===== src/servo_input_map.svh =====
`ifndef SERVO_INPUT_MAP_SVH
`define SERVO_INPUT_MAP_SVH

// Register byte offsets.
`define ADDR_CONFIG      4'h0
`define ADDR_STATUS      4'h4
`define ADDR_PROBE_ONE   4'h8
`define ADDR_PROBE_TWO   4'hc

// Configuration word field positions.
`define CFG_STOP_LO      0
`define CFG_STOP_HI      1
`define CFG_DISABLE      2
`define CFG_DOG_POL      3
`define CFG_AUTO_LO      4
`define CFG_AUTO_HI      7
`define CFG_KEEP_DRIVE   8
`define CFG_LOOP_EN      9
`define CFG_PULSE_VAR    10
`define CFG_PULSE_STOP   11
`define CFG_NET_VAR      12
`define CFG_TORQUE_MODE  13
`define CFG_RESET        32'h0000_0000

// Field codes.
`define STOP_DECEL       2'h2
`define AUTO_ON_CODE     4'h4

// Timing.
`define FILTER_NS        1000
`define CLK_NS           40
`define FILTER_CYC       ((`FILTER_NS + `CLK_NS - 1) / `CLK_NS)
`define ALM_CLR_MS       50
`define ALM_CLR_CYC      ((`ALM_CLR_MS * 1000000) / `CLK_NS)
`define DECEL_CYC        16'h0100

`endif


===== src/servo_input_pkg.sv =====
package servo_input_pkg;

	typedef enum logic [1:0] {
		ST_OFF   = 2'b00,
		ST_RUN   = 2'b01,
		ST_DECEL = 2'b10,
		ST_STOP  = 2'b11
	} drive_e;

	typedef struct packed {
		logic forced_stop_two_input;
		logic forced_stop_one_input;
		logic forward_travel_limit;
		logic reverse_travel_limit;
		logic proportional_only_select;
		logic gain_set_select;
		logic gain_set_select_alt;
		logic closed_loop_select;
		logic dog_input;
		logic probe_latch_one;
		logic probe_latch_two;
		logic probe_latch_three;
		logic drive_enable_input;
		logic alarm_clear_input;
		logic external_limit_select;
		logic internal_limit_select;
	} inputs_s;

	typedef struct packed {
		logic [31:0] readdata;
		logic        readdatavalid;
		logic        waitrequest;
	} bus_s;

endpackage


===== src/servo_input_device_decode.sv =====
// Summary of operation
// - Forced stop two open: decelerate, then base off, brake.
// - Closing forced stop two releases the stop.
// - Forced stop one open stops; closing releases.
// - One stop input used; torque net alias.
// - Stop field picks input and interlock timing.
// - Disable ignores inputs; alarm still uses method.
// - Pulse variant uses separate stop disable bit.
// - Travel limits inhibit own direction, servo-lock.
// - Proportional select makes speed loop P only.
// - Gain select picks alternate parameter set.
// - Alternate gain select picks third, has priority.
// - Loop select chooses semi or full closed.
// - Dog polarity field sets detection level.
// - Probe input rising latches motor position.
// - Drive enable powers base; release coasts.
// - Auto field four forces drive enable.
// - Clear held 50 ms clears resettable alarms.
// - Clear without alarm cuts drive unless kept.
// - Internal select overrides with alternate limit.
//
// The register offsets and the Avalon-MM slave port are this design's own decisions.
`timescale 1ns/100ps
`default_nettype none
`include "servo_input_map.svh"

module servo_input_device_decode (
	// Clock and reset
	input  wire logic                   REF_CLK,
	input  wire logic                   RSTN,
	// Avalon-MM slave
	input  wire logic [3:0]             ADDRESS,
	input  wire logic                   READ,
	input  wire logic                   WRITE,
	input  wire logic [31:0]            WRITEDATA,
	input  wire logic [3:0]             BYTEENABLE,
	output logic      [31:0]            READDATA,
	output logic                        WAITREQUEST,
	// Discrete inputs
	input  wire servo_input_pkg::inputs_s DI,
	// Loop state
	input  wire logic [31:0]            MOTOR_POSITION,
	input  wire logic                   ALARM_ACTIVE,
	input  wire logic                   ALARM_RESETTABLE,
	input  wire logic                   MOTOR_STOPPED,
	// Drive actions
	output logic                        BASE_DRIVE_ON,
	output logic                        DYNAMIC_BRAKE_ON,
	output logic                        DECEL_ACTIVE,
	output logic                        BRAKE_INTERLOCK_OUTPUT,
	output logic                        ALARM_CLEAR_PULSE,
	output logic                        POS_DIR_INHIBIT,
	output logic                        NEG_DIR_INHIBIT,
	output logic                        SERVO_LOCK,
	output logic                        PROPORTIONAL_ONLY,
	output logic      [1:0]             GAIN_SET,
	output logic                        FULL_CLOSED_LOOP,
	output logic                        DOG_DETECTED,
	output logic      [1:0]             LIMIT_SOURCE
);

	localparam int FCYC = `FILTER_CYC;
	localparam int ACYC = `ALM_CLR_CYC;

	typedef struct packed {
		logic [15:0] sync0;
		logic [15:0] sync1;
		logic [15:0] stable;
		logic [15:0][5:0] cnt;
		logic [31:0] cfg;
		logic [31:0] probe1;
		logic [31:0] probe2;
		logic [31:0] probe3;
		logic [2:0]  probe_hit;
		logic [21:0] res_cnt;
		logic        res_done;
		logic [15:0] decel_cnt;
		servo_input_pkg::drive_e st;
		logic        clr_pulse;
		logic [31:0] rdata;
		logic        rvalid;
	} state_s;

	state_s q;
	state_s next_q;
	servo_input_pkg::inputs_s f;

	// Returns a 32-bit word with byte enables applied.
	function automatic logic [31:0] merge(input logic [31:0] old, input logic [31:0] nw,
		input logic [3:0] be);
		logic [31:0] r;
		r = old;
		for (int i = 0; i < 4; i++) begin
			if (be[i]) begin
				r[i*8 +: 8] = nw[i*8 +: 8];
			end
		end
		return r;
	endfunction

	// Picks code 2 for the high-priority select, 1 for the low one, else 0.
	function automatic logic [1:0] prio_sel(input logic hi, input logic lo);
		if (hi) begin
			return 2'h2;
		end
		return lo ? 2'h1 : 2'h0;
	endfunction

	logic [1:0] stop_method;
	logic       stop_disable;
	logic       use_two;
	logic       stop_open;
	logic       enable_req;
	logic       decel_mode;
	logic       res_idle_cut;

	assign f = servo_input_pkg::inputs_s'(q.stable);
	assign stop_method = q.cfg[`CFG_STOP_HI:`CFG_STOP_LO];
	// Pulse variant ignores the disable field and uses its own bit.
	assign stop_disable = q.cfg[`CFG_PULSE_VAR] ? q.cfg[`CFG_PULSE_STOP]
		: q.cfg[`CFG_DISABLE];
	// Exactly one stop input is honoured; torque on network variant aliases two to one.
	assign use_two = (stop_method == `STOP_DECEL)
		&& !(q.cfg[`CFG_NET_VAR] && q.cfg[`CFG_TORQUE_MODE]);
	assign stop_open = !stop_disable && (use_two ? !f.forced_stop_two_input
		: !f.forced_stop_one_input);
	assign decel_mode = (stop_method == `STOP_DECEL);
	assign enable_req = (q.cfg[`CFG_AUTO_HI:`CFG_AUTO_LO] == `AUTO_ON_CODE)
		|| f.drive_enable_input;
	assign res_idle_cut = f.alarm_clear_input && !ALARM_ACTIVE
		&& !q.cfg[`CFG_KEEP_DRIVE];

	always_comb begin
		logic [2:0] probe_set;
		probe_set = 3'h0;
		next_q = q;
		next_q.clr_pulse = 1'b0;
		next_q.rvalid = 1'b0;
		// ------------------------------------------------------------
		// Input filtering
		// ------------------------------------------------------------
		next_q.sync0 = DI;
		next_q.sync1 = q.sync0;
		for (int i = 0; i < 16; i++) begin
			if (q.sync1[i] == q.stable[i]) begin
				next_q.cnt[i] = 6'h00;
			end else if (int'(q.cnt[i]) >= FCYC - 1) begin
				next_q.cnt[i] = 6'h00;
				next_q.stable[i] = q.sync1[i];
			end else begin
				next_q.cnt[i] = q.cnt[i] + 6'h01;
			end
		end
		// ------------------------------------------------------------
		// Touch probe latch
		// ------------------------------------------------------------
		if (next_q.stable[6] && !q.stable[6]) begin
			next_q.probe1 = MOTOR_POSITION;
			probe_set[0] = 1'b1;
		end
		if (next_q.stable[5] && !q.stable[5]) begin
			next_q.probe2 = MOTOR_POSITION;
			probe_set[1] = 1'b1;
		end
		if (next_q.stable[4] && !q.stable[4]) begin
			next_q.probe3 = MOTOR_POSITION;
			probe_set[2] = 1'b1;
		end
		// ------------------------------------------------------------
		// Alarm clear timing
		// ------------------------------------------------------------
		if (!f.alarm_clear_input) begin
			next_q.res_cnt = 22'h000000;
			next_q.res_done = 1'b0;
		end else if (!q.res_done) begin
			if (int'(q.res_cnt) >= ACYC - 1) begin
				next_q.res_done = 1'b1;
				next_q.clr_pulse = ALARM_ACTIVE && ALARM_RESETTABLE;
			end else begin
				next_q.res_cnt = q.res_cnt + 22'h000001;
			end
		end
		// ------------------------------------------------------------
		// Drive state
		// ------------------------------------------------------------
		unique case (q.st)
			servo_input_pkg::ST_OFF: begin
				if (enable_req && !stop_open && !ALARM_ACTIVE && !res_idle_cut) begin
					next_q.st = servo_input_pkg::ST_RUN;
				end
			end
			servo_input_pkg::ST_RUN: begin
				if (stop_open || ALARM_ACTIVE) begin
					next_q.decel_cnt = 16'h0000;
					next_q.st = decel_mode ? servo_input_pkg::ST_DECEL
						: servo_input_pkg::ST_STOP;
				end else if (!enable_req || res_idle_cut) begin
					next_q.st = servo_input_pkg::ST_OFF;
				end
			end
			servo_input_pkg::ST_DECEL: begin
				// Deceleration ends on standstill or after a fixed timeout, whichever is first.
				next_q.decel_cnt = q.decel_cnt + 16'h0001;
				if (MOTOR_STOPPED || q.decel_cnt == `DECEL_CYC) begin
					next_q.st = servo_input_pkg::ST_STOP;
				end
			end
			servo_input_pkg::ST_STOP: begin
				if (!stop_open && !ALARM_ACTIVE) begin
					next_q.st = servo_input_pkg::ST_OFF;
				end
			end
		endcase
		// ------------------------------------------------------------
		// Register access
		// ------------------------------------------------------------
		if (WRITE && ADDRESS == `ADDR_CONFIG) begin
			next_q.cfg = merge(q.cfg, WRITEDATA, BYTEENABLE);
		end
		// A held read is answered once; its second cycle only ends the wait.
		if (READ && !q.rvalid) begin
			next_q.rvalid = 1'b1;
			unique case (ADDRESS)
				`ADDR_CONFIG:    next_q.rdata = q.cfg;
				`ADDR_STATUS:    next_q.rdata = {11'h000, q.probe_hit, q.stable, q.st};
				`ADDR_PROBE_ONE: next_q.rdata = q.probe1;
				`ADDR_PROBE_TWO: next_q.rdata = q.probe2;
				default:         next_q.rdata = 32'h0000_0000;
			endcase
			if (ADDRESS == `ADDR_STATUS) begin
				next_q.probe_hit = 3'h0;
			end
		end
		// A probe edge in the cycle of a status read survives the clear.
		next_q.probe_hit = next_q.probe_hit | probe_set;
	end

	always_ff @(posedge REF_CLK or negedge RSTN) begin
		if (!RSTN) begin
			q <= '0;
			q.cfg <= `CFG_RESET;
			// Inputs read as on until the filter has seen the pins, so no probe edge follows reset.
			q.stable <= 16'hffff;
			q.sync0 <= 16'hffff;
			q.sync1 <= 16'hffff;
			q.st <= servo_input_pkg::ST_OFF;
		end else begin
			q <= next_q;
		end
	end

	// ------------------------------------------------------------
	// Outputs
	// ------------------------------------------------------------
	// Reads wait one cycle for the registered data; writes never wait.
	assign WAITREQUEST = (READ && !q.rvalid);
	assign READDATA = q.rdata;
	assign BASE_DRIVE_ON = (q.st == servo_input_pkg::ST_RUN)
		|| (q.st == servo_input_pkg::ST_DECEL);
	assign DYNAMIC_BRAKE_ON = (q.st == servo_input_pkg::ST_STOP);
	assign DECEL_ACTIVE = (q.st == servo_input_pkg::ST_DECEL);
	assign BRAKE_INTERLOCK_OUTPUT = (q.st == servo_input_pkg::ST_RUN)
		|| (q.st == servo_input_pkg::ST_DECEL);
	assign ALARM_CLEAR_PULSE = q.clr_pulse;
	assign POS_DIR_INHIBIT = !f.forward_travel_limit;
	assign NEG_DIR_INHIBIT = !f.reverse_travel_limit;
	assign SERVO_LOCK = !f.forward_travel_limit || !f.reverse_travel_limit;
	assign PROPORTIONAL_ONLY = f.proportional_only_select;
	assign GAIN_SET = prio_sel(f.gain_set_select_alt, f.gain_set_select);
	assign FULL_CLOSED_LOOP = q.cfg[`CFG_LOOP_EN] && f.closed_loop_select;
	assign DOG_DETECTED = q.cfg[`CFG_DOG_POL] ? f.dog_input : !f.dog_input;
	assign LIMIT_SOURCE = prio_sel(f.internal_limit_select,
		f.external_limit_select);

	// ------------------------------------------------------------
	// Checks
	// ------------------------------------------------------------
	AST_DRIVE_OFF_STOP: assert property (@(posedge REF_CLK) disable iff (!RSTN)
		(q.st == servo_input_pkg::ST_RUN && stop_open && !decel_mode) |=> DYNAMIC_BRAKE_ON && !BASE_DRIVE_ON)
		else $error("Forced stop did not brake.");
	AST_STOP_RELEASE: assert property (@(posedge REF_CLK) disable iff (!RSTN)
		(q.st == servo_input_pkg::ST_STOP && !stop_open && !ALARM_ACTIVE) |=> !DYNAMIC_BRAKE_ON)
		else $error("Forced stop not released.");
	AST_GAIN_PRIO: assert property (@(posedge REF_CLK) disable iff (!RSTN)
		f.gain_set_select_alt |-> GAIN_SET == 2'h2)
		else $error("Gain priority wrong.");
	AST_TRAVEL: assert property (@(posedge REF_CLK) disable iff (!RSTN)
		!f.forward_travel_limit |-> POS_DIR_INHIBIT && SERVO_LOCK)
		else $error("Forward limit not inhibited.");
	AST_DOG: assert property (@(posedge REF_CLK) disable iff (!RSTN)
		!q.cfg[`CFG_DOG_POL] |-> DOG_DETECTED == !f.dog_input)
		else $error("Dog polarity wrong.");
	AST_LIMIT: assert property (@(posedge REF_CLK) disable iff (!RSTN)
		f.internal_limit_select |-> LIMIT_SOURCE == 2'h2)
		else $error("Limit source wrong.");
	AST_CLR_SHORT: assert property (@(posedge REF_CLK) disable iff (!RSTN)
		$rose(f.alarm_clear_input) |-> !ALARM_CLEAR_PULSE [*8])
		else $error("Alarm cleared too soon.");
	AST_PROBE: assert property (@(posedge REF_CLK) disable iff (!RSTN)
		$rose(q.stable[6]) |-> q.probe_hit[0])
		else $error("Probe not latched.");
	// ------------------------------------------------------------
	// Sequence checks
	// ------------------------------------------------------------
	AST_STOP_TWO_IDLE: assert property (@(posedge REF_CLK) disable iff (!RSTN)
		(q.st == servo_input_pkg::ST_RUN && !use_two && !f.forced_stop_two_input && !stop_open
		&& !ALARM_ACTIVE && enable_req && !res_idle_cut) |=> BASE_DRIVE_ON)
		else $error("Unused stop input acted.");
	AST_STOP_ONE: assert property (@(posedge REF_CLK) disable iff (!RSTN)
		(q.st == servo_input_pkg::ST_STOP && !use_two && !stop_disable
		&& f.forced_stop_one_input && !ALARM_ACTIVE) |=> !DYNAMIC_BRAKE_ON)
		else $error("Forced stop one not released.");
	AST_DISABLED: assert property (@(posedge REF_CLK) disable iff (!RSTN)
		(q.st == servo_input_pkg::ST_RUN && stop_disable && !ALARM_ACTIVE && enable_req
		&& !res_idle_cut) |=> BASE_DRIVE_ON)
		else $error("Disabled stop input acted.");
	AST_ALARM_STOP: assert property (@(posedge REF_CLK) disable iff (!RSTN)
		(q.st == servo_input_pkg::ST_RUN && ALARM_ACTIVE && !decel_mode)
		|=> DYNAMIC_BRAKE_ON && !BRAKE_INTERLOCK_OUTPUT)
		else $error("Alarm stop kept interlock.");
	AST_PULSE_VAR: assert property (@(posedge REF_CLK) disable iff (!RSTN)
		(q.cfg[`CFG_PULSE_VAR] && q.cfg[`CFG_PULSE_STOP]) |-> !stop_open)
		else $error("Pulse variant stop not disabled.");
	AST_DECEL_ENTRY: assert property (@(posedge REF_CLK) disable iff (!RSTN)
		(q.st == servo_input_pkg::ST_RUN && (stop_open || ALARM_ACTIVE) && decel_mode)
		|=> DECEL_ACTIVE && BRAKE_INTERLOCK_OUTPUT)
		else $error("Deceleration not entered.");
	AST_DECEL_END: assert property (@(posedge REF_CLK) disable iff (!RSTN)
		(q.st == servo_input_pkg::ST_DECEL && MOTOR_STOPPED)
		|=> DYNAMIC_BRAKE_ON && !BRAKE_INTERLOCK_OUTPUT)
		else $error("Interlock held after deceleration.");
	AST_DECEL_BOUND: assert property (@(posedge REF_CLK) disable iff (!RSTN)
		q.st == servo_input_pkg::ST_DECEL |-> q.decel_cnt <= `DECEL_CYC)
		else $error("Deceleration overran.");
	AST_COAST: assert property (@(posedge REF_CLK) disable iff (!RSTN)
		(q.st == servo_input_pkg::ST_RUN && !stop_open && !ALARM_ACTIVE && !enable_req)
		|=> !BASE_DRIVE_ON && !DYNAMIC_BRAKE_ON)
		else $error("Drive did not coast.");
	AST_AUTO_ON: assert property (@(posedge REF_CLK) disable iff (!RSTN)
		(q.st == servo_input_pkg::ST_OFF && q.cfg[`CFG_AUTO_HI:`CFG_AUTO_LO] == `AUTO_ON_CODE
		&& !stop_open && !ALARM_ACTIVE && !res_idle_cut) |=> BASE_DRIVE_ON)
		else $error("Automatic drive enable ignored.");
	AST_CLR_IDLE: assert property (@(posedge REF_CLK) disable iff (!RSTN)
		(q.st == servo_input_pkg::ST_OFF && res_idle_cut) |=> !BASE_DRIVE_ON)
		else $error("Clear without alarm left drive on.");
	AST_DIR_NEG: assert property (@(posedge REF_CLK) disable iff (!RSTN)
		!f.reverse_travel_limit |-> NEG_DIR_INHIBIT && SERVO_LOCK)
		else $error("Reverse limit not inhibited.");
	AST_PROP: assert property (@(posedge REF_CLK) disable iff (!RSTN)
		PROPORTIONAL_ONLY == f.proportional_only_select)
		else $error("Proportional select not followed.");
	AST_GAIN_ONE: assert property (@(posedge REF_CLK) disable iff (!RSTN)
		(f.gain_set_select && !f.gain_set_select_alt) |-> GAIN_SET == 2'h1)
		else $error("Alternate gain set not chosen.");
	AST_LOOP: assert property (@(posedge REF_CLK) disable iff (!RSTN)
		!q.cfg[`CFG_LOOP_EN] |-> !FULL_CLOSED_LOOP)
		else $error("Loop switch acted while disabled.");
	AST_LIMIT_EXT: assert property (@(posedge REF_CLK) disable iff (!RSTN)
		!f.internal_limit_select |-> LIMIT_SOURCE == {1'b0, f.external_limit_select})
		else $error("External limit source wrong.");
	AST_FILTER: assert property (@(posedge REF_CLK) disable iff (!RSTN)
		$changed(q.stable[6]) |-> q.stable[6] == $past(q.sync1[6])
		&& q.stable[6] == $past(q.sync1[6], 8))
		else $error("Filter passed a short pulse.");
	AST_PROBE_VALUE: assert property (@(posedge REF_CLK) disable iff (!RSTN)
		$rose(q.stable[6]) |-> q.probe1 == $past(MOTOR_POSITION))
		else $error("Probe position wrong.");
	COV_DECEL: cover property (@(posedge REF_CLK) q.st == servo_input_pkg::ST_DECEL);
	COV_STOP: cover property (@(posedge REF_CLK) q.st == servo_input_pkg::ST_STOP);
	COV_CLR: cover property (@(posedge REF_CLK) ALARM_CLEAR_PULSE);
	COV_ALARM: cover property (@(posedge REF_CLK) q.st == servo_input_pkg::ST_STOP && ALARM_ACTIVE);
	COV_PROBE: cover property (@(posedge REF_CLK) q.probe_hit[0]);

endmodule
`default_nettype wire


===== config.mk =====
export PLATFORM = sky130hd
export DESIGN_NAME = servo_input_device_decode
export DESIGN_NICKNAME = d
export VERILOG_FILES = /design/src/servo_input_pkg.sv /design/src/servo_input_device_decode.sv
export VERILOG_INCLUDE_DIRS = /design/src
export SDC_FILE = /design/constraint.sdc
export NUM_CORES = 1
export LEC_CHECK = 0
export BUFFER_PORTS_ARGS = -buffer_cell sky130_fd_sc_hd__buf_2
export CORE_MARGIN = 3
export CORE_UTILIZATION = 40
export CTS_BUF_LIST = sky130_fd_sc_hd__clkbuf_8
export DETAILED_ROUTE_END_ITERATION = 6
export SLEW_MARGIN = 20
export SYNTH_ARGS = -nofsm -noshare
export SYNTH_HDL_FRONTEND = slang
export SYNTH_SLANG_ARGS = --single-unit

===== constraint.sdc =====
create_clock -name REF_CLK -period 3 [get_ports REF_CLK]
set_clock_uncertainty 0.2 [all_clocks]
set_input_delay 0.3 -clock REF_CLK [delete_from_list [all_inputs] [get_ports REF_CLK]]
set_output_delay 0.3 -clock REF_CLK [all_outputs]
set_load 0.005 [all_outputs]

==> qor.txt, run 1 <==
Nets = 1496
R2R setup slack = 0.39 ns
Cells after Synth = 1117
dpl hpwl = 20650 um
CP Launch Type = flip-flop
Max VDD drop = 0.0002864 V
antenna violations before repair = 0
Root Buffer = clkbuf_8
Final Power = 10010 uW
HP Class = input port to async pin
worst slew pin tran = 0.8445 ns
asr flop ratio synth = 100.0%
detailed-route wire length per cell = 17.14 um
Die Y-Extent = 190.0 um
Mean Syn Cell Area = 12.12 um2
Ys Warns = 0
Core ar. = 0.03295 mm2
Seq/Total Area, Yosys = 59.21%
worst reg2reg endpoint = q[64]
Tot GR Track Use = 17.76%
Setup CP Type = flip-flop to flip-flop
area leader, netlist = dfrtp_1
worst path required time = 3.31 ns
die width = 190.0 um
First DRT Iteration DRCs = 485
total die area = 0.03610 mm2
drt drc = 0
largest cells by area after synthesis = dfrtp_1 (50%), dfstp_2 (9.3%), mux2_2 (9.3%)
Port-buffer cells = 142
Achievable Freq = 382.7 MHz
largest net degree at the start of global routing = 79
fin crit share = 87.10%
TritonCTS clock tree = yes
Final setup viols = 0
Final min period = 2.613 ns
reg2reg path depth = 6
CP endpoint kind = flip-flop
Area Growth Syn to Fin = 22.47%
cell area after synthesis = 0.01354 mm2
vias in the first global route = 9580
EDFF count, synth = 0
area share of the largest cell type after synthesis = 49.89%
Post-CTS Resized = 0
Clk pin slew, worst setup/hold paths = 0.06 ns
cell-by-cell trace of the critical path = a211o_1, a2111o_1, o21ai_4, nand2_2, or3_1, a21oi_1
total CTS buffers = 53
final hold violation count = 0
grt total ovfl = 0
Most used DFF post-synth = dfrtp_1
Yosys cell types = 60
total wire length = 31690 um
unrepaired setup endpoints after global routing = false
max-cap violations = 0
# diodes = 0
post-synthesis sequential element count = 318
R2R Path Start = q[62]
worst relative slew slack = 43.50%
Crit Path Max Fanout = 14
Routed Antenna Nets = 0
vias per cell = 4.961
CTS H-tree depth = 2
I/O pins = 143
CP arrival = 2.92 ns
first-pass GRT wire length = 51230 um
setup TNS = 0 ns
CP max stage cell = dfrtp_1
CTS Sinks = 318
outcome = completed
initial core utilization = 41.10%
Worst-Skew Late Latency = 0.60 ns
pwr dens = 603.8 mW/mm2
Clock Tree Buf Depth = 3
routability-driven placement congestion ratio = 0.8109
via count = 9172
share of cells above drive strength 1 = 28.93%
max incr delay on CP = 0.45 ns
Pre-Repair DR Iteration Count = 4
Cell Rows = 66
pins over their slew limit = 0
leakage = 0.007668 uW
cells in the mapped netlist, types with 4 or more instances:
master and number:
nor4b_1 6, dfstp_2 48, nand4_1 13, a22o_1 32, nor2_1 102, a221oi_1 21, a31oi_1 18, ha_1 39
nand2_1 72, clkbuf_1 29, o21ai_1 22, xnor2_1 29, nor4_1 6, inv_1 42, xor2_1 44, nor3_1 6
o21ai_0 18, and3_1 27, mux2_2 112, or3_1 6, nand3_1 31, buf_4 35, a21oi_1 34, dfrtp_1 270
and2_1 4, nor3b_1 4
per-stage QoR:
step,cell area [um2],std cells,utilization [%],setup WS [ns],hold WS (ns)
floorplan,13600,1132,-,0.6474,-0.1956
global placement,14720,1665,44.67,0.4698,0.09622
detailed placement,14720,1665,44.67,0.4270,0.09481
CTS,16580,1849,50.33,0.4307,0.04269
global route,16580,1849,50.33,0.2687,0.06731
finish,16580,1849,50.33,0.3870,0.05412
critical path, delay by kind of cell (launching register included):
kind / cells / cell delay [ns]
AOI/OAI and AO/OA: 4 / 1.32
DFF: 1 / 0.45
and+or+nand+nor: 2 / 0.58
how the worst max path moves through the flow:
| stage | start | to | slack (ns) | depth (start not counted) |
|---|---|---|---|---|
| after global placement | q[62] | q[64] | 0.47 | 6 |
| after global routing | q[62] | q[64] | 0.27 | 6 |
| after detailed placement | q[62] | q[64] | 0.43 | 6 |
| after CTS | q[62] | q[64] | 0.43 | 6 |
| after floorplan | f[14] | q[34] | 0.65 | 5 |
| final | q[62] | q[64] | 0.39 | 6 |
final cells by class:
type                            count  area [um2]
Clock buffer                       63       867.1
Tap cell                          442       553.0
Sequential cell                   318        8018
Multi-Input combinational cell    703        5064
Inverter                           43       161.4
Clock inverter                     37       157.7
Fill cell                        2990       16360
Timing Repair Buffer              243        1764
what timing repair did:
action,CTS,global route
hold buffers,84,0
buffers inserted,0,0
endpoints found under the hold margin,395,0
power breakdown:
group	total, uW	internal, uW	leakage [uW]	switching [uW]
clock network	3630	1910	0.000643	1730
registers	5060	4760	0.00402	303
logic	1320	654	0.00301	665
total	10000	7320	0.00767	2690
logic make-up (layout without fill, tap and decap cells):
kind of cell | after synthesis | count (layout) | synth area share (%)
compound gates | 166 | 166 | 8.417
xor+xnor | 73 | 73 | 4.721
fa+ha+maj | 39 | 39 | 3.603
buf+inv | 111 | 386 | 4.075
flops | 318 | 318 | 59.21
mux | 115 | 115 | 9.544
other cells | 1 | 16 | 0.02769
simple gates | 294 | 294 | 10.40
routing by layer:
metal  share of wire [%]  routed length, um  vias to the layer above  GRT usage (%)
met3                 4.5               1428                       56          3.317
li1                    -                  -                     4341              -
met4                 1.9                615                        0          4.720
met2                  47              14810                      180          29.09
met5                   0                  0                        -              0
met1                  47              14840                     4595          24.40
layout by cell type, fill, tap and decap left out, types with 4 or more instances in the layout:
cell type	synthesis	layout
nor3_1	6	6
a221oi_1	21	21
buf_4	35	11
dlygate4sd3_1	0	84
buf_12	0	6
xor2_1	44	44
nor4b_1	6	6
nand4_1	13	13
nor2_1	102	100
inv_1	42	72
nand2_1	72	71
clkinv_2	0	5
a21oi_1	34	34
or3_1	6	6
mux2_2	112	112
and2_1	4	4
conb_1	1	16
ha_1	39	39
xnor2_1	29	29
a22o_1	32	32
dfrtp_1	270	270
clkbuf_8	0	63
dfstp_2	48	48
o21ai_1	22	22
a31oi_1	18	18
and3_1	27	26
nor4_1	6	6
nand3_1	31	31
buf_2	3	141
o21ai_0	18	18
flip-flops by register name, indices dropped and copies added, names as in the netlist, named ones only:
register	cells
q	252
ALARM_CLEAR_PULSE	1
next_q	16
READDATA	32
f	16
No activity file was read; power rests on OpenSTA's default activity.
==> run 2: changes to the inputs <==
--- a/config.mk
+++ b/config.mk
@@ -8,9 +8,10 @@
 export LEC_CHECK = 0
 export BUFFER_PORTS_ARGS = -buffer_cell sky130_fd_sc_hd__buf_2
 export CORE_MARGIN = 3
-export CORE_UTILIZATION = 40
+export CORE_UTILIZATION = 61
 export CTS_BUF_LIST = sky130_fd_sc_hd__clkbuf_8
 export DETAILED_ROUTE_END_ITERATION = 6
+export PLACE_DENSITY = 0.82
 export SLEW_MARGIN = 20
 export SYNTH_ARGS = -nofsm -noshare
 export SYNTH_HDL_FRONTEND = slang
==> run 2 against run 1 <==
Global-route usage grew 8.2 points; flip-flop and latch count is the same; worst setup slack gained 0.043 ns; critical path depth is the same; fmax grew 1.7%; count of clock-buffer cells in the layout grew 2; die area shrank 33%; power is essentially flat; clock power shrank 1%; combinational power is essentially flat.
==> qor.txt, run 2 (same netlist as run 1, synthesis figures left out) <==
outcome = completed
routability-driven placement congestion ratio = 0.8857 (+9.2%)
area of the multi-input gates = 0.005060 mm2 (about the same)
Final Worst Setup Slack = 0.4295 ns (+0.04251 ns)
CTS H-tree depth = 2 (unchanged)
drt drc = 0 (unchanged)
CP Launch Type = flip-flop
Achievable Freq = 389.0 MHz (+1.7%)
vias in the first global route = 9957 (+3.9%)
initial core utilization = 63.22% (+22 points)
Final setup viols = 0 (unchanged)
cts hold-fix bufs = 84 (unchanged)
R2R setup slack = 0.43 ns (+0.04 ns)
Crit Path Max Fanout = 14 (unchanged)
Port-buffer cells = 142 (unchanged)
most frequent cells in the layout = dfrtp_1 (270), buf_2 (141), mux2_2 (112), nor2_1 (100), dlygate4sd3_1 (84)
first-pass GRT wire length = 50340 um (-1.7%)
via count = 9520 (+3.8%)
pwr dens = 612.3 mW/mm2 (+1.4%)
worst reg2reg endpoint = q[69]
leakage = 0.007634 uW (-0.45%)
I/O pins = 143 (unchanged)
Clock Tree Buf Depth = 3 (unchanged)
total CTS buffers = 50 (-5.7%)
worst relative slew slack = 52.48% (+9.0 points)
First DRT Iteration DRCs = 684 (+41%)
Post CTS Setup Buffer Count = 0 (unchanged)
vias per cell = 5.670 (+14%)
Nets = 1496 (unchanged)
number of flip-flops in the largest register = 252 (unchanged)
Max VDD drop = 0.0004638 V (+62%)
finished layout cell area = 0.01634 mm2 (-1.4%)
Non-Filler Instances = 1679 (-9.2%)
commonest non-fill, non-tap cell in the layout = dfrtp_1
HP Class = input port to async pin
placed cell areas = 0.01449 mm2 (-1.5%)
Root Buffer = clkbuf_8
dpl hpwl = 19850 um (-3.9%)
Largest Register = q
worst slew pin tran = 0.7128 ns (-0.1317 ns)
unrepaired setup endpoints after global routing = false
Cell Rows = 53 (-20%)
share of cells above drive strength 1 = 29.01% (+0.082 points)
Worst-Skew Late Latency = 0.56 ns (-0.04 ns)
worst path required time = 3.27 ns (-0.04 ns)
largest net degree at the start of global routing = 90 (+14%)
CTS Sinks = 318 (unchanged)
CP endpoint kind = flip-flop
Routed Antenna Nets = 0 (unchanged)
detailed-route wire length per cell = 18.57 um (+8.3%)
R2R Path Start = q[62]
Clk pin slew, worst setup/hold paths = 0.07 ns (about the same)
final hold violation count = 0 (unchanged)
Core ar. = 0.02142 mm2 (-35%)
Final min period = 2.571 ns (-0.04250 ns)
antenna violations before repair = 1 (+1)
# placed instances = 1501 (-9.8%)
max-cap violations = 0 (unchanged)
pins over their slew limit = 0 (unchanged)
fin crit share = 85.68% (-1.4 points)
Pre-Repair DR Iteration Count = 5 (+1)
Tot GR Track Use = 25.95% (+8.2 points)
TritonCTS clock tree = yes
Fill cells = 1282 (-57%)
Post-CTS Resized = 0 (unchanged)
die width = 155.0 um (-18%)
reg2reg path depth = 6 (unchanged)
total die area = 0.02402 mm2 (-33%)
Area Growth Syn to Fin = 20.70%
total wire length = 31180 um (-1.6%)
setup TNS = 0 ns (unchanged)
Setup CP Type = flip-flop to flip-flop
grt total ovfl = 0 (unchanged)
storage element area = 0.008018 mm2 (unchanged)
Setup WS pre-CTS = 0.4626 ns (+0.03561 ns)
CP arrival = 2.84 ns (-0.08 ns)
Final Power = 10010 uW (about the same)
Die Y-Extent = 155.0 um (-18%)
==> run 2: worst max-delay path by stage <==
stage | from | slack (ns) | endpoint | cells after the start
finish | q[62] | 0.43 | q[69] | 6
global route | q[62] | 0.30 | q[69] | 6
CTS | q[62] | 0.45 | q[64] | 6
detailed placement | q[62] | 0.46 | q[63] | 6
global placement | q[62] | 0.52 | q[64] | 6
floorplan | f[14] | 0.65 | q[34] | 5
==> run 2: through the flow <==
stage,util [%],hold WS [ns]
final,76.31,0.05309
after global placement,67.66,0.04157
after CTS,76.30,0.03820
after floorplan,-,-0.1956
after detailed placement,67.66,0.03667
after global routing,76.31,0.05239
==> run 2: critical path, stage by stage (launching register included) <==
cell and delay (ns):
dfrtp_1 0.44, a211o_1 0.31, a2111o_1 0.46, o21ai_4 0.38, nand3_2 0.18, or3_1 0.36
a21oi_1 0.17
==> run 2: where the power goes <==
part	leakage (uW)	switching, uW	total [uW]	internal (uW)
Sequential	0.00402	335	5090	4760
Combinational	0.00301	671	1330	654
Clock	0.000603	1650	3590	1940
==> run 2: per-layer routing <==
metal / share of wire [%] / global-route usage (%) / vias up / routed length, um
met5: 0 / 0 / - / 0
met4: 3.3 / 10.01 / 0 / 1035
met3: 6.1 / 5.313 / 80 / 1892
met2: 48 / 42.10 / 306 / 15060
met1: 42 / 34.85 / 4796 / 13190
li1: - / - / 4338 / -
==> run 2: final cells by class <==
| cell class | instances | share of cell area, % |
|---|---|---|
| Sequential cell | 318 | 49.05 |
| Multi-Input combinational cell | 703 | 30.96 |
| Timing Repair Buffer | 246 | 10.70 |
| Clock buffer | 65 | 5.473 |
| Tap cell | 275 | 2.105 |
| Inverter | 43 | 0.9875 |
| Clock inverter | 28 | 0.7043 |
| Antenna cell | 1 | 0.01531 |
